$ cat config.mk
export PLATFORM = sky130hd
export DESIGN_NAME = adc_result_range_coding
export DESIGN_NICKNAME = d
export VERILOG_FILES = /design/src/logic/range_coding_pkg.sv /design/src/logic/adc_result_range_coding.sv
export SDC_FILE = /design/constraint.sdc
export NUM_CORES = 1
export LEC_CHECK = 0
export BUFFER_PORTS_ARGS = -buffer_cell sky130_fd_sc_hd__buf_4
export CAP_MARGIN = 20
export CORE_ASPECT_RATIO = 0.6
export CORE_MARGIN = 1.5
export CORE_UTILIZATION = 49
export CTS_CLUSTER_SIZE = 24
export DETAILED_ROUTE_END_ITERATION = 10
export PLACE_DENSITY = 0.77
export SYNTH_ARGS = -nofsm -noshare
export SYNTH_HDL_FRONTEND = slang
export SYNTH_SLANG_ARGS = --single-unit
$ cat constraint.sdc
create_clock -name clk_i -period 2.02 [get_ports clk_i]
set_input_delay 0.202 -clock clk_i [delete_from_list [all_inputs] [get_ports clk_i]]
set_output_delay 0.202 -clock clk_i [all_outputs]
set_load 0.01 [all_outputs]
$ cat src/logic/range_coding_pkg.sv
// constants and types shared by the result range coding block
package range_coding_pkg;

   // =====================================================================
   // register map, byte offsets on the wishbone slave
   localparam logic [7:0] CTRL_OFS     = 8'h00;
   localparam logic [7:0] DATA_OFS     = 8'h04;
   localparam logic [7:0] CHSTAT_OFS   = 8'h08;
   localparam logic [7:0] IRQ_STAT_OFS = 8'h0C;
   localparam logic [7:0] IRQ_MASK_OFS = 8'h10;

   // =====================================================================
   // control field positions
   localparam int CTRL_SAT_BIT   = 0;
   localparam int CTRL_CHOP_BIT  = 1;
   localparam int CTRL_BIP_BIT   = 2;
   localparam int CTRL_CONT_BIT  = 3;
   localparam int CTRL_START_BIT = 4;

   // channel status field positions
   localparam int CHST_SIGN_BIT = 0;
   localparam int CHST_OVR_BIT  = 1;
   localparam int CHST_BUSY_BIT = 2;

   // interrupt status field positions
   localparam int IRQ_RDY_BIT = 0;
   localparam int IRQ_OVR_BIT = 1;
   localparam int IRQ_W       = 2;

   // =====================================================================
   // reset values
   localparam logic [3:0]  CTRL_RST  = 4'h0;
   localparam logic [15:0] DATA_RST  = 16'h0000;
   localparam logic [1:0]  IRQ_RST   = 2'h0;

   // =====================================================================
   // timing in master clock cycles
   localparam logic [7:0] SETTLE_FIRST_CYC = 8'd43;
   localparam logic [7:0] SETTLE_CHOP_CYC  = 8'd42;
   localparam logic [7:0] SCALE_CYC        = 8'd163;

   // =====================================================================
   // code limits
   localparam logic [15:0] CODE_ALL_ONES  = 16'hFFFF;
   localparam logic [15:0] CODE_ALL_ZEROS = 16'h0000;

   // widths
   localparam int RAW_W  = 18;
   localparam int CODE_W = 16;

   typedef enum logic [2:0] {
      ST_IDLE    = 3'b000,
      ST_SETTLE1 = 3'b001,
      ST_SAMPLE1 = 3'b010,
      ST_SETTLE2 = 3'b011,
      ST_SAMPLE2 = 3'b100,
      ST_SCALE   = 3'b101
   } conv_state_t;

endpackage

$ cat src/logic/adc_result_range_coding.sv
// conversion sequencer, chopped averaging and range coding of one result
//
// Functional notes
// - saturate enabled and result out of nominal range: store all zeros or ones.
// - saturate disabled: store unclamped wrapped result except unipolar below (0000), sign and overrange tell truth.
// - overrange flag comes only from the digital result, never from pin voltage.
// - unipolar: 0000-FFFF normal; above wraps with overrange; below reads 0000, sign set.
// - bipolar: 8000-FFFF sign 0, 0000-7FFF sign 1; beyond either end wraps, overrange.
// - chopping alternates polarity; output averages normal then reversed conversion.
// - chop cycle: settle, sample, settle 42, reversed sample, 163 scaling cycles.
`timescale 1ns/100ps
module adc_result_range_coding (
   input  wire logic                                      clk_i,
   input  wire logic                                      rst_i,
   input  wire logic                                      wb_cyc_i,
   input  wire logic                                      wb_stb_i,
   input  wire logic                                      wb_we_i,
   input  wire logic [7:0]                                wb_adr_i,
   input  wire logic [3:0]                                wb_sel_i,
   input  wire logic [31:0]                               wb_dat_i,
   output logic      [31:0]                               wb_dat_o,
   output logic                                           wb_ack_o,
   input  wire logic signed [range_coding_pkg::RAW_W-1:0] filter_data_i,
   input  wire logic                                      filter_valid_i,
   output logic                                           sample_en_o,
   output logic                                           chop_reverse_o,
   output logic                                           irq_o
);

   // =====================================================================
   // wishbone decode
   logic [3:0]  ctrl_q;
   logic [15:0] data_q;
   logic        sign_q;
   logic        ovr_q;
   logic [1:0]  irq_stat_q;
   logic [1:0]  irq_mask_q;
   logic        busy;

   wire req     = wb_cyc_i & wb_stb_i & ~wb_ack_o;
   wire wr      = req & wb_we_i & wb_sel_i[0];
   wire hit_ctl = wb_adr_i == range_coding_pkg::CTRL_OFS;
   wire hit_dat = wb_adr_i == range_coding_pkg::DATA_OFS;
   wire hit_chs = wb_adr_i == range_coding_pkg::CHSTAT_OFS;
   wire hit_ist = wb_adr_i == range_coding_pkg::IRQ_STAT_OFS;
   wire hit_msk = wb_adr_i == range_coding_pkg::IRQ_MASK_OFS;
   wire start   = wr & hit_ctl & wb_dat_i[range_coding_pkg::CTRL_START_BIT];

   wire sat_en  = ctrl_q[range_coding_pkg::CTRL_SAT_BIT];
   wire chop_en = ctrl_q[range_coding_pkg::CTRL_CHOP_BIT];
   wire bipolar = ctrl_q[range_coding_pkg::CTRL_BIP_BIT];
   wire cont    = ctrl_q[range_coding_pkg::CTRL_CONT_BIT];

   wire [31:0] rd_mux =
      hit_ctl ? {28'h000_0000, ctrl_q} :
      hit_dat ? {16'h0000, data_q} :
      hit_chs ? {29'h000_0000, busy, ovr_q, sign_q} :
      hit_ist ? {30'h000_0000, irq_stat_q} :
      hit_msk ? {30'h000_0000, irq_mask_q} : 32'h0000_0000;

   always_ff @(posedge clk_i) begin
      if (rst_i) begin
         wb_ack_o <= 1'b0;
         wb_dat_o <= 32'h0000_0000;
      end else begin
         wb_ack_o <= req;
         wb_dat_o <= req ? rd_mux : 32'h0000_0000;
      end
   end

   always_ff @(posedge clk_i) begin
      if (rst_i) begin
         ctrl_q     <= range_coding_pkg::CTRL_RST;
         irq_mask_q <= range_coding_pkg::IRQ_RST;
      end else begin
         if (wr & hit_ctl)
            ctrl_q <= wb_dat_i[3:0];
         if (wr & hit_msk)
            irq_mask_q <= wb_dat_i[1:0];
      end
   end

   // =====================================================================
   // conversion sequencer
   range_coding_pkg::conv_state_t state_q, state_d;
   logic [7:0]                        cnt_q, cnt_d;
   logic signed [range_coding_pkg::RAW_W-1:0] first_q;
   logic signed [range_coding_pkg::RAW_W-1:0] result_q;
   logic                                      done;

   assign busy = state_q != range_coding_pkg::ST_IDLE;

   always_comb begin
      state_d = state_q;
      cnt_d   = cnt_q;
      done    = 1'b0;
      case (state_q)
         range_coding_pkg::ST_IDLE: begin
            if (start) begin
               state_d = range_coding_pkg::ST_SETTLE1;
               cnt_d   = range_coding_pkg::SETTLE_FIRST_CYC;
            end
         end
         range_coding_pkg::ST_SETTLE1: begin
            cnt_d = cnt_q - 8'd1;
            if (cnt_q == 8'd1)
               state_d = range_coding_pkg::ST_SAMPLE1;
         end
         range_coding_pkg::ST_SAMPLE1: begin
            if (filter_valid_i) begin
               if (chop_en) begin
                  state_d = range_coding_pkg::ST_SETTLE2;
                  cnt_d   = range_coding_pkg::SETTLE_CHOP_CYC;
               end else begin
                  state_d = range_coding_pkg::ST_SCALE;
                  cnt_d   = range_coding_pkg::SCALE_CYC;
               end
            end
         end
         range_coding_pkg::ST_SETTLE2: begin
            cnt_d = cnt_q - 8'd1;
            if (cnt_q == 8'd1)
               state_d = range_coding_pkg::ST_SAMPLE2;
         end
         range_coding_pkg::ST_SAMPLE2: begin
            if (filter_valid_i) begin
               state_d = range_coding_pkg::ST_SCALE;
               cnt_d   = range_coding_pkg::SCALE_CYC;
            end
         end
         range_coding_pkg::ST_SCALE: begin
            cnt_d = cnt_q - 8'd1;
            if (cnt_q == 8'd1) begin
               done    = 1'b1;
               cnt_d   = range_coding_pkg::SETTLE_FIRST_CYC;
               state_d = cont ? range_coding_pkg::ST_SETTLE1 : range_coding_pkg::ST_IDLE;
            end
         end
         default: begin
            state_d = range_coding_pkg::ST_IDLE;
            cnt_d   = 8'd0;
         end
      endcase
   end

   // chopped average: sum one bit wider so the halving cannot overflow
   wire signed [range_coding_pkg::RAW_W:0] chop_sum = first_q + filter_data_i;
   wire signed [range_coding_pkg::RAW_W-1:0] chop_avg =
      chop_sum[range_coding_pkg::RAW_W:1];

   always_ff @(posedge clk_i) begin
      if (rst_i) begin
         state_q        <= range_coding_pkg::ST_IDLE;
         cnt_q          <= 8'd0;
         first_q        <= '0;
         result_q       <= '0;
         sample_en_o    <= 1'b0;
         chop_reverse_o <= 1'b0;
      end else begin
         state_q <= state_d;
         cnt_q   <= cnt_d;
         if (state_q == range_coding_pkg::ST_SAMPLE1 && filter_valid_i) begin
            first_q  <= filter_data_i;
            result_q <= filter_data_i;
         end
         if (state_q == range_coding_pkg::ST_SAMPLE2 && filter_valid_i)
            result_q <= chop_avg;
         sample_en_o <= state_d == range_coding_pkg::ST_SAMPLE1 ||
                        state_d == range_coding_pkg::ST_SAMPLE2;
         // inputs reversed from the second settle through the second sample
         chop_reverse_o <= state_d == range_coding_pkg::ST_SETTLE2 ||
                           state_d == range_coding_pkg::ST_SAMPLE2;
      end
   end

   // =====================================================================
   // range coding; result is an offset code, nominal 0000..FFFF in both ranges
   wire above = ~result_q[range_coding_pkg::RAW_W-1] &
                (|result_q[range_coding_pkg::RAW_W-2:range_coding_pkg::CODE_W]);
   wire below = result_q[range_coding_pkg::RAW_W-1];
   wire [15:0] wrapped = result_q[range_coding_pkg::CODE_W-1:0];

   // overrange is purely a comparison on the digital result
   wire ovr_d = above | below;

   wire sign_d = below | (bipolar & ~above & ~wrapped[15]);

   wire [15:0] code_d =
      (sat_en & above)    ? range_coding_pkg::CODE_ALL_ONES :
      (sat_en & below)    ? range_coding_pkg::CODE_ALL_ZEROS :
      (~bipolar & below)  ? range_coding_pkg::CODE_ALL_ZEROS :
                            wrapped;

   always_ff @(posedge clk_i) begin
      if (rst_i) begin
         data_q <= range_coding_pkg::DATA_RST;
         sign_q <= 1'b0;
         ovr_q  <= 1'b0;
      end else if (done) begin
         data_q <= code_d;
         sign_q <= sign_d;
         ovr_q  <= ovr_d;
      end
   end

   // =====================================================================
   // interrupts: write one to clear, a same-cycle event wins
   wire [1:0] irq_set = {done & ovr_d, done};
   wire [1:0] irq_clr = (wr & hit_ist) ? wb_dat_i[1:0] : 2'b00;

   always_ff @(posedge clk_i) begin
      if (rst_i) begin
         irq_stat_q <= range_coding_pkg::IRQ_RST;
         irq_o      <= 1'b0;
      end else begin
         irq_stat_q <= (irq_stat_q & ~irq_clr) | irq_set;
         irq_o      <= |(((irq_stat_q & ~irq_clr) | irq_set) & irq_mask_q);
      end
   end

endmodule

After elaboration in Yosys (flattened, before gate mapping)
Index checks and enable logic that the tools add are counted.

Register bits after elaboration: 109. Logic and storage cells: 104. Input port bits: 68. Output and inout port bits: 36.

Reduce and logical (&&, ||, !) cells: 14. Add/sub/neg operators: 2. Bitwise gates (word level): 27. Muxes and demuxes: 28. Equality and inequality tests: 16.

Operators by type and width (count): $mux W16 (4); $mux W8 (5); $pmux W8 S5 (1); $mux W18 (2); $mux W3 (8); $add A18 B18 Y19 (1); $pmux W3 S6 (1); $eq A8 B4 Y1 const B (2); $and A1 B1 Y1 (15); $eq A3 B2 Y1 const B (4); $eq A3 B3 Y1 const B (3); $eq A8 B1 Y1 const B (1); $eq A8 B3 Y1 const B (1); $eq A8 B5 Y1 const B (1); $logic_not A8 Y1 (1); $sub A8 B1 Y8 const B (1); $mux W2 (3); $ne A2 B2 Y1 const B (3); $not A1 Y1 (6); $reduce_or A2 Y1 (3); $reduce_or A6 Y1 (1); $and A2 B2 Y2 (2); $mux W4 (1); $eq A3 B1 Y1 const B (1); other kinds (11) (16).

Logic depth before layout (Yosys ltp)
Gate-level depths: netlist of the first run.

Depth in word-level cells: 11. Mapped depth: 9. Gate-level depth less buffers: 8.

Least setup slack after synthesis of the first run
No wires, ideal clock.

Kind: input-to-reg. Start point: in wb_adr_i[1]. End point: reg cnt_q[4]. Required time: 1.900 ns. Library setup time: 0.120 ns. Path slack: 0.009 ns. Stages: 6. Data arrival time: 1.891 ns. Path buffers: 0. Cell sequence: or4_4 > nor3_4 > nand3_4 > a221oi_4 > nor2_2 > a211o_1.

Cells in the longest elaborated chain, start to end: 5.

Ends and longest elaborated chain: start: declaration (RTL line adc_result_range_coding.sv:18) `input wire logic [7:0] wb_adr_i,`; $logic_not A8 Y1 (RTL line adc_result_range_coding.sv:42) `wire hit_ctl = wb_adr_i == range_coding_pkg::CTRL_OFS;`; $and A1 B1 Y1 (2 in a row) (RTL line adc_result_range_coding.sv:47) `wire start = wr & hit_ctl & wb_dat_i[range_coding_pkg::CTRL_START_BIT];`; $ne A2 B2 Y1 (no line); $reduce_and A3 Y1 (no line); end signal: assignment (RTL line adc_result_range_coding.sv:161) `cnt_q <= cnt_d;`; end: declaration (RTL line adc_result_range_coding.sv:86) `logic [7:0] cnt_q, cnt_d;`.

Every way passes these cells. A chain may end at the register's enable or synchronous reset.

Worst setup path after layout of the first run
Start point: reg first_q[2] (netlist name). End point: reg result_q[16] (netlist name).

Cells in the longest elaborated chain, start to end: 2.

Ends and longest elaborated chain: start: declaration (RTL line adc_result_range_coding.sv:87) `logic signed [range_coding_pkg::RAW_W-1:0] first_q;`; start signal: assignment (RTL line adc_result_range_coding.sv:163) `first_q <= filter_data_i;`; $add A18 B18 Y19 (RTL line adc_result_range_coding.sv:147) `wire signed [range_coding_pkg::RAW_W:0] chop_sum = first_q + filter_data_i;`; $mux W18 (RTL line adc_result_range_coding.sv:166) `if (state_q == range_coding_pkg::ST_SAMPLE2 && filter_valid_i)`; end signal: assignment (RTL line adc_result_range_coding.sv:164) `result_q <= filter_data_i;`; end signal: assignment (RTL line adc_result_range_coding.sv:167) `result_q <= chop_avg;`; end: declaration (RTL line adc_result_range_coding.sv:88) `logic signed [range_coding_pkg::RAW_W-1:0] result_q;`.

Every way passes these cells.

==> results of run 1 <==
[synthesized netlist by cell type (all sizes together) (3+ instances only)]
cell type	count	share of area (%)
or4	3	0.63
a21o	3	0.47
a221oi	5	1.3
nand4	8	1.1
and2	17	2.2
nor4	4	0.84
o21a	4	0.63
o21bai	3	0.47
nand3b	4	0.63
xor2	3	0.55
a21oi	78	8.2
xnor2	11	2.0
inv	7	0.55
or3	3	0.40
nor2	56	4.5
o31ai	3	0.47
mux2i	11	2.3
nor3b	3	0.47
buf	19	3.0
nand2	86	6.8
clkbuf	24	1.9
nand3	10	1.3
o21ai	26	2.8
ha	19	5.0
nor3	33	3.7
nor2b	3	0.40
dfxtp	93	39
nand2b	8	1.1
a31oi	10	1.3
a211oi	5	0.79
[placed cells by master, fill, tap and decap left out, types with 9 or more instances in the layout]
| master | count |
|---|---|
| nor3_1 | 30 |
| mux2i_1 | 11 |
| nand2_1 | 82 |
| ha_1 | 12 |
| conb_1 | 16 |
| a31oi_1 | 10 |
| nor2_1 | 53 |
| clkbuf_16 | 9 |
| buf_4 | 126 |
| xnor2_1 | 10 |
| a21oi_1 | 68 |
| o21ai_0 | 17 |
| dfxtp_1 | 90 |
| and2_1 | 14 |
| a21oi_2 | 9 |
[stage by stage]
stage | total power [W] | hold slack [ns] | setup slack [ns]
after global routing | 0.00404 | 0.116 | -0.0705
final | 0.00392 | 0.0853 | 0.00566
after global placement | 0.00212 | 0.441 | -0.0535
after floorplan | 0.00202 | 0.312 | 0.00949
after detailed placement | 0.00212 | 0.443 | -0.0938
after CTS | 0.00392 | 0.0853 | 0.00229
[where the power goes]
part	internal, W	switching, W
Sequential	0.00183	0.000000696
Clock	0.00109	0.000719
Combinational	0.000125	0.000154
[timing repair]
item | in CTS | in global routing
pin swaps | 3 | 16
hold buffers | 0 | 0
resized for setup | 7 | 47
endpoints found under the hold margin | 0 | 0
setup endpoints to repair | 12 | 32
buffers inserted | 0 | 7
[cell type report]
class | instances | area [um^2]
clock buffer | 11 | 233
clock inverter | 5 | 85.1
fill | 739 | 3010
multi-input combinational | 460 | 2920
inverter | 7 | 26.3
sequential | 93 | 1870
timing repair buffer | 128 | 986
tap | 130 | 163
[cells by family (layout without fill, tap and decap cells)]
group           after synthesis  count (layout)  share of synthesized area, %
simple gates                241             241                          24.6
compound gates              156             156                          19.9
flops                        93              93                          39.2
buf+inv                      50             151                          5.40
fa+ha+maj                    20              20                          5.43
xor+xnor                     14              14                          2.58
mux                          13              13                          2.79
other cells                   1              16                        0.0790
[registers in the layout (all words and copies together), names as in the netlist, 2 cells and up]
name,flops
first_q,18
wb_dat_o,16
irq_stat_q,2
ctrl_q,4
cnt_q,8
irq_mask_q,2
state_q,3
result_q,18
data_q,16
[final timing paths]
kind	startpoint	endpoint	slack, ns
worst max register to register	first_q[2]	result_q[16]	0.006
worst min register to register	data_q[7]	wb_dat_o[7]	0.46
worst max-delay path	first_q[2]	result_q[16]	0.006
worst min-delay path	wb_dat_i[3]	ctrl_q[3]	0.09
[routing by layer]
layer	vias to the layer above	track usage [%]	share of wire, %	wire (um)
met5	-	0	0	0
met4	0	7.00	1.2	162
met3	20	7.55	8.1	1090
met2	187	38.4	45	6130
met1	2296	36.2	45	6130
li1	2284	-	-	-
[worst reg2reg max path, delay by kind of cell, from the launching register on]
kind | cells | cell delay, ns
adders and majority gates | 1 | 0.24
DFF | 1 | 0.37
AOI/OAI and AO/OA | 4 | 0.67
and+or+nand+nor | 2 | 0.47
buffers and inverters | 1 | 0.16
==> metrics.csv, run 1 <==
stage;metric;value;unit
status;run status;completed;
synthesis;synthesized instance count;588;
routing;DRT Pass-1 Iters;5;
cts;clk slew on worst S/H paths;0.07;ns
timing;clk_skew;0.00774;ns
final_layout;area growth from synthesis to layout;32.2;%
cts;Max clock buf depth;2;
routing;WL per Instance;16.2;um
timing;Setup TNS;0;ns
timing;Max-slew headroom;60.9;%
critical_path;crit-path max FO;4;
critical_path;CP Cell Sequence;ha_4 -> a21oi_1 -> nand2_2 -> buf_4 -> a21oi_2 -> a211oi_1 -> or3_1 -> a31o_2;
power;Pleak;2.54;nW
power;pwr/cell area;625;nW/um^2
placement;PortBufs;57;
timing;RSZ-0062 raised after global routing;true;
cts;CTS tree;built;
global_routing;vias in the first global route;4269;
floorplan;total I/O pin count;104;
run;Max Cap Violations;0;
final_layout;Final Cell Area;6280;um^2
synthesis;Mapped Area;4750;um^2
final_layout;final std cells w/o fill;834;
synthesis;Async SR Flop Fraction;0;%
final_layout;share of layout cells above drive strength 1;28.0;%
routing;DRC Markers;0;
global_routing;initial antenna violation count;0;
timing;Slew Viols, Final;0;
critical_path;crit end category;register;
floorplan;Die W;130;um
synthesis;Seq/Total Area, Yosys;39.2;%
global_routing;global-route congestion overflow total;0;
floorplan;Die Span Y;79.2;um
cts;CTS Root Cell;clkbuf_16;
min_path;hold depth;3;
cts;CTS buffer count;9;
routing;drt first-iter violations;357;
synthesis;Post-synth EDFFs;0;
floorplan;Core ar.;9290;um^2
critical_path;Req. time, crit path;2.27;ns
critical_path;Bufs and invs on worst path;1;
timing;Worst Max-Slew Pin Slew;0.582;ns
floorplan;Rows;27;
floorplan;Die ar.;10300;um^2
synthesis;Yosys cell types;58;
placement;Placed Area;5670;um^2
cts;H-tree depth;3;
cts;Sink Count;93;
power;Peak VDD IR;412;uV
synthesis;Mean Syn Cell Area;8.07;um^2
min_path;Hold Crit Class;in -> reg;
placement;Final HPWL DP;9.58;mm
critical_path;worst reg-to-reg path cell count;8;
routing;drt via density;5.74;
timing;Fmax achieved;496;MHz
cts;worst skew pair latency;0.35;ns
timing;endpoints failing setup;0;
critical_path;CP peak stage delay;0.37;ns
synthesis;flops & latches, synth;93;
critical_path;critical path class;reg -> reg;
floorplan;Initial Util;51.1;%
routing;routed vias;4787;
placement;Cells after DPL;811;
global_routing;GRT Total Usage;25.8;%
critical_path;Critical Path AT;2.26;ns
placement;routability cong.;0.941;
critical_path;slowest library cell on the worst path;dfxtp_1;
synthesis;Ys Warns;0;
global_routing;first-pass GRT wire length;20.6;mm
synthesis;Most used DFF post-synth;dfxtp_1;
timing;Final min period;2.01;ns
global_routing;largest net degree at the start of global routing;40;
final_layout;Ant. Diodes;0;
critical_path;Critical Path Stages;8;
critical_path;crit path launch type;register;
routing;Routed WL;13.5;mm
final_layout;Final Net Count;787;
timing;hold violation total from the final report;0;
timing;fin crit share;99.7;%
final_layout;final core utilization;67.6;%
critical_path;CP delay by family, top;compound AO/OA/AOI/OAI gates;
routing;antenna viol nets, final;0;
Note: power is estimated with default switching activity, not from simulation.
==> inputs of run 2 (changes only) <==
--- a/config.mk
+++ b/config.mk
@@ -7,12 +7,15 @@
 export LEC_CHECK = 0
 export BUFFER_PORTS_ARGS = -buffer_cell sky130_fd_sc_hd__buf_4
 export CAP_MARGIN = 20
+export CELL_PAD_IN_SITES_DETAIL_PLACEMENT = 0
+export CELL_PAD_IN_SITES_GLOBAL_PLACEMENT = 1
 export CORE_ASPECT_RATIO = 0.6
 export CORE_MARGIN = 1.5
-export CORE_UTILIZATION = 49
+export CORE_UTILIZATION = 37
+export CTS_BUF_LIST = sky130_fd_sc_hd__clkbuf_4
 export CTS_CLUSTER_SIZE = 24
 export DETAILED_ROUTE_END_ITERATION = 10
-export PLACE_DENSITY = 0.77
+export PLACE_DENSITY = 0.79
 export SYNTH_ARGS = -nofsm -noshare
 export SYNTH_HDL_FRONTEND = slang
 export SYNTH_SLANG_ARGS = --single-unit
==> run 2 against run 1 <==
Net effect:
- clock power is 41% lower
- hold slack worse by 0.053 ns
- global-route usage is 4.7 points lower
- critical path type unchanged
==> metrics.csv, run 2 (synthesized netlist as in run 1, its figures left out) <==
stage;metric;value;unit;change
status;run status;completed;;
final_layout;Final Net Count;792;;+0.64%
final_layout;area growth from synthesis to layout;32.6;%;
power;Logic pwr share;9.1;%;+2.0 points
placement;routability cong.;0.906;;-3.8%
critical_path;crit end category;register;;
routing;Routed WL;14.2;mm;+5.4%
final_layout;Ant. Diodes;0;;unchanged
cts;CTS buffer count;9;;unchanged
cts;CTS Root Cell;clkbuf_4;;
timing;endpoints failing setup;0;;unchanged
routing;DRT Pass-1 Iters;4;;-1
power;clock share of power;33.2;%;-13 points
final_layout;commonest non-fill, non-tap cell in the layout;buf_4;;
critical_path;worst reg-to-reg path cell count;8;;unchanged
critical_path;slowest library cell on the worst path;dfxtp_2;;
global_routing;global-route congestion overflow total;0;;unchanged
global_routing;GRT Total Usage;21.1;%;-4.7 points
critical_path;crit-path max FO;2;;-2
run;Max Cap Violations;0;;unchanged
cts;H-tree depth;3;;unchanged
timing;clk_skew;0.00876;ns;+0.00102 ns
critical_path;Critical Path AT;2.34;ns;+0.08 ns
power;Peak VDD IR;316;uV;-23%
routing;drt first-iter violations;289;;-19%
timing;hold violation total from the final report;0;;unchanged
routing;routed vias;4655;;-2.8%
floorplan;Die Span Y;90.7;um;+15%
min_path;hold depth;3;;unchanged
power;sequential power share;57.6;%;+11 points
cts;CTS tree;built;;
critical_path;critical path class;reg -> reg;;
floorplan;total I/O pin count;104;;unchanged
cts;Sink Count;93;;unchanged
power;sw frac;25.9;%;+3.7 points
timing;Max-slew headroom;60.2;%;-0.69 points
final_layout;Regs by FF count;first_q x18, result_q x18;;
floorplan;Rows;31;;+15%
critical_path;CP Cell Sequence;and2_4 -> fa_2 -> nand3_4 -> and2_4 -> o21a_4 -> o31ai_4 -> xnor2_1 -> a221oi_1;;
cts;clk slew on worst S/H paths;0.15;ns;+0.08 ns
critical_path;crit path launch type;register;;
final_layout;final std cells w/o fill;874;;+4.8%
global_routing;initial antenna violation count;0;;unchanged
global_routing;first-pass GRT wire length;22.5;mm;+9.1%
routing;antenna viol nets, final;0;;unchanged
routing;drt via density;5.33;;-7.2%
floorplan;Core ar.;12300;um^2;+32%
critical_path;most used cell along the critical path;and2_4;;
routing;WL per Instance;16.3;um;+0.59%
min_path;Hold Crit Class;in -> reg;;
placement;PortBufs;57;;unchanged
final_layout;final core utilization;51.2;%;-16 points
critical_path;Req. time, crit path;2.38;ns;+0.11 ns
final_layout;share of layout cells above drive strength 1;30.0;%;+2.1 points
floorplan;Die ar.;13500;um^2;+31%
timing;Worst Max-Slew Pin Slew;0.591;ns;+0.00931 ns
timing;Fmax achieved;505;MHz;+1.8%
routing;DRC Markers;0;;unchanged
floorplan;Die W;149;um;+15%
power;Int Power;0.00236;W;-23%
final_layout;most frequent cells in the layout;buf_4, dfxtp_1, nand2_1, a21oi_1, nor2_1;;
power;Psw;0.000826;W;-5.4%
final_layout;fill count;1173;;+59%
timing;RSZ-0062 raised after global routing;true;;
placement;Cells after DPL;846;;+4.3%
global_routing;largest net degree at the start of global routing;30;;-25%
timing;Slew Viols, Final;0;;unchanged
power;pwr/cell area;506;nW/um^2;-19%
critical_path;CP peak stage delay;0.35;ns;-0.02 ns
cts;Max clock buf depth;2;;unchanged
cts;worst skew pair latency;0.45;ns;+0.10 ns
timing;Final min period;1.98;ns;-0.0354 ns
placement;Final HPWL DP;10.5;mm;+9.2%
timing;fin crit share;98.0;%;-1.8 points
global_routing;vias in the first global route;4297;;+0.66%
power;Pleak;2.51;nW;-0.90%
floorplan;Initial Util;38.6;%;-12 points
timing;Setup TNS;0;ns;unchanged
[run 2: cell types whose count changed in the layout (fill, tap and decap cells not counted), sizes merged]
cell         delta
clkinvlp        +1
bufinv          -1
inv             +1
dlygate4sd3     +5
clkbuf          -1
[run 2: worst paths after layout]
kind                                   startpoint      endpoint  slack, ns
worst max register to register         first_q[0]  result_q[13]       0.04
worst min register to register              ovr_q         ovr_q       0.47
worst max-delay path                   first_q[0]  result_q[13]       0.04
worst min-delay path            filter_data_i[17]   first_q[17]       0.03
[run 2: what timing repair did]
item	4_1_cts	5_1_grt
gates resized for setup	29	49
hold buffers	5	0
pin swaps	7	21
endpoints found under the hold margin	6	0
cloned	0	0
buffers inserted	2	6
endpoints found under the setup margin	11	29
[run 2: final cells by class]
| type | instances | area (um^2) | share of cell area (%) |
|---|---|---|---|
| clock buffers | 10 | 75.1 | 1.19 |
| clock inverters | 6 | 62.6 | 0.994 |
| inverters | 7 | 26.3 | 0.418 |
| multi-input cells | 460 | 3020 | 47.9 |
| flip-flops and latches | 93 | 1880 | 29.8 |
| well taps | 165 | 206 | 3.28 |
| repair buffers | 133 | 1030 | 16.4 |
[run 2: per-layer routing]
layer,routed length [um],global-route usage (%),vias to the layer above,share of wire (%)
met2,5760,28.8,142,40
met3,1160,4.44,8,8.1
li1,-,-,2287,-
met5,0,0,-,0
met1,7200,33.4,2218,51
met4,114,3.80,0,0.80
[run 2: per-stage QoR]
step / power, W / hold WS [ns] / setup WS [ns] / cell area (um^2)
CTS: 0.00319 / 0.000882 / -0.0255 / 6030
floorplan: 0.00202 / 0.312 / 0.00949 / 4800
finish: 0.00319 / 0.0327 / 0.0411 / 6290
global route: 0.00332 / 0.0103 / -0.0421 / 6290
global placement: 0.00212 / 0.436 / -0.284 / 5700
detailed placement: 0.00212 / 0.451 / -0.243 / 5700
[run 2: power by group through the flow]
| stage | clock network (W) | registers [W] | logic (W) |
|---|---|---|---|
| finish | 0.00106 | 0.00184 | 0.000291 |
| global route | 0.00117 | 0.00184 | 0.000315 |
| CTS | 0.00108 | 0.00184 | 0.000265 |
| detailed placement | 0 | 0.00188 | 0.000245 |
| global placement | 0 | 0.00188 | 0.000243 |
| floorplan | 0 | 0.00188 | 0.000141 |
[run 2: worst max-delay path: cells and delay by family (launching register included)]
family,cells,cell delay (ns)
AOI/OAI and AO/OA,3,0.82
xor gates and xnor gates,1,0.11
and+or+nand+nor,3,0.39
DFF,1,0.35
adders and majority gates,1,0.23
==> inputs of run 3 (changes only) <==
--- a/config.mk
+++ b/config.mk
@@ -16,6 +16,7 @@
 export CTS_CLUSTER_SIZE = 24
 export DETAILED_ROUTE_END_ITERATION = 10
 export PLACE_DENSITY = 0.79
+export RECOVER_POWER = 25
 export SYNTH_ARGS = -nofsm -noshare
 export SYNTH_HDL_FRONTEND = slang
 export SYNTH_SLANG_ARGS = --single-unit
==> run 3 against run 2 <==
Net effect:
- fmax is 0.49% higher
- core utilization is 0.73 points lower
- sequential share of layout area is 0.43 points higher
- global-route usage stayed put
- worst setup slack better by 0.0096 ns
- non-clock buffer count stayed put
- flip-flop and latch count stayed put
==> metrics.csv, run 3 (synthesized netlist as in run 1, its figures left out) <==
stage;metric;value;unit;change
routing;WL per Instance;16.3;um;+0.30%
final_layout;area growth from synthesis to layout;30.7;%;
final_layout;Ant. Diodes;0;;unchanged
floorplan;Core ar.;12300;um^2;unchanged
placement;PortBufs;57;;unchanged
power;pwr/cell area;514;nW/um^2;+1.5%
timing;Fmax achieved;508;MHz;+0.49%
critical_path;crit end category;register;;
status;run status;completed;;
power;Peak VDD IR;315;uV;-0.33%
routing;drt via density;5.36;;+0.58%
routing;DRT Pass-1 Iters;5;;+1
critical_path;Req. time, crit path;2.38;ns;about the same
cts;CTS Root Cell;clkbuf_4;;
cts;CTS buffer count;9;;unchanged
critical_path;Critical Path AT;2.33;ns;about the same
critical_path;critical path class;reg -> reg;;
final_layout;Final Cell Area;6200;um^2;-1.4%
min_path;Hold Crit Class;in -> reg;;
final_layout;share of layout cells above drive strength 1;26.7;%;-3.4 points
floorplan;total I/O pin count;104;;unchanged
placement;routability cong.;0.906;;unchanged
global_routing;global-route congestion overflow total;0;;unchanged
floorplan;Initial Util;38.6;%;unchanged
critical_path;crit-path max FO;6;;+4
final_layout;register area;1880;um^2;unchanged
placement;Placed Area;5700;um^2;unchanged
placement;Place WS;-0.243;ns;unchanged
final_layout;commonest non-fill, non-tap cell in the layout;buf_4;;
routing;Routed WL;14.3;mm;+0.30%
critical_path;FF-to-FF End;chop_reverse_o;;
critical_path;CP peak stage delay;0.57;ns;+0.22 ns
routing;drt first-iter violations;263;;-9.0%
global_routing;initial antenna violation count;0;;unchanged
run;Max Cap Violations;0;;unchanged
floorplan;Die Span Y;90.7;um;unchanged
final_layout;Regs by FF count;first_q x18, result_q x18;;
critical_path;crit path launch type;register;;
final_layout;Final Net Count;792;;unchanged
cts;H-tree depth;3;;unchanged
critical_path;worst reg-to-reg path cell count;6;;-2
timing;Final min period;1.97;ns;-0.00963 ns
power;Pleak;2.41;nW;-3.9%
timing;hold violation total from the final report;0;;unchanged
critical_path;origin of the critical flop-to-flop path;cnt_q[5];;
cts;Max clock buf depth;2;;unchanged
routing;routed vias;4682;;+0.58%
timing;endpoints failing setup;0;;unchanged
final_layout;most frequent cells in the layout;buf_4, dfxtp_1, nand2_1, a21oi_1, nor2_1;;
routing;antenna viol nets, final;0;;unchanged
timing;fin crit share;97.5;%;-0.48 points
global_routing;vias in the first global route;4297;;unchanged
timing;Final WS setup;0.0507;ns;+0.00963 ns
routing;DRC Markers;0;;unchanged
timing;Slew Viols, Final;0;;unchanged
global_routing;largest net degree at the start of global routing;30;;unchanged
critical_path;FF-to-FF setup slack;0.05;ns;about the same
critical_path;slowest library cell on the worst path;or4_4;;
floorplan;Die W;149;um;unchanged
cts;Sink Count;93;;unchanged
final_layout;multi-input logic area;3020;um^2;unchanged
cts;clk slew on worst S/H paths;0.15;ns;about the same
final_layout;fill count;1182;;+0.77%
min_path;hold depth;3;;unchanged
min_path;sink of the worst hold path;first_q[17];;
timing;Worst Max-Slew Pin Slew;0.588;ns;-0.00307 ns
critical_path;CP Cell Sequence;or4_4 -> nor4_4 -> buf_4 -> nand3_1 -> o21ai_2 -> mux2_4;;
global_routing;GRT Total Usage;21.1;%;unchanged
timing;Max-slew headroom;60.4;%;+0.21 points
min_path;hold wc startpoint;filter_data_i[17];;
floorplan;Die ar.;13500;um^2;unchanged
cts;worst skew pair latency;0.45;ns;about the same
cts;CTS tree;built;;
floorplan;Rows;31;;unchanged
timing;RSZ-0062 raised after global routing;true;;
global_routing;first-pass GRT wire length;22.5;mm;unchanged
timing;clk_skew;0.0116;ns;+0.00281 ns
placement;Final HPWL DP;10.5;mm;unchanged
run 3: worst max-delay path by stage:
stage / start / to / slack (ns)
after floorplan: wb_adr_i[1] / cnt_q[4] / 0.009
after global placement: filter_data_i[6] / result_q[14] / -0.28
after detailed placement: filter_data_i[5] / result_q[14] / -0.24
after CTS: first_q[0] / result_q[13] / -0.03
after global routing: first_q[0] / result_q[13] / -0.04
final: cnt_q[5] / chop_reverse_o / 0.05
run 3: metrics by stage:
stage	instances	util, %	setup TNS, ns	hold slack [ns]	power [W]
floorplan	603	-	0	0.312	0.00202
global placement	846	46.4	-0.876	0.436	0.00212
detailed placement	846	46.4	-0.894	0.451	0.00212
CTS	869	49.0	-0.0723	0.000882	0.00319
global route	874	50.4	-0.0743	0.0103	0.00332
finish	874	50.4	0	0.0290	0.00319
run 3: layout make-up:
class	count	area share [%]
Inverter	7	0.424
Multi-Input combinational cell	460	48.6
Clock buffer	10	1.21
Timing Repair Buffer	133	15.2
Tap cell	165	3.33
Clock inverter	6	1.01
Sequential cell	93	30.2
run 3: power by group:
group          internal [W]  switching (W)  total (W)  leakage (nW)
Sequential          0.00184    0.000000613    0.00184         0.754
Combinational      0.000132       0.000158   0.000290          1.59
Clock              0.000390       0.000671    0.00106        0.0704
run 3: repair_timing:
action,4_1_cts,5_1_grt
hold buffers,5,0
gates resized for setup,29,49
setup endpoints to repair,11,29
setup buffers,2,6
pin swaps,7,21
hold endpoints to repair,6,0
run 3: metal layers:
metal	up-vias	share of wire, %	global-route usage (%)
li1	2291	-	-
met1	2249	53	33.4
met2	134	41	28.8
met3	8	5.3	4.44
met4	0	0.85	3.80
met5	-	0	0
run 3: critical path: cells and delay by family, from the launching register on:
| family | cells | cell delay, ns |
|---|---|---|
| muxes | 1 | 0.33 |
| buffers and inverters | 1 | 0.21 |
| DFF | 1 | 0.34 |
| AOI/OAI and AO/OA | 1 | 0.11 |
| and+or+nand+nor | 3 | 0.88 |
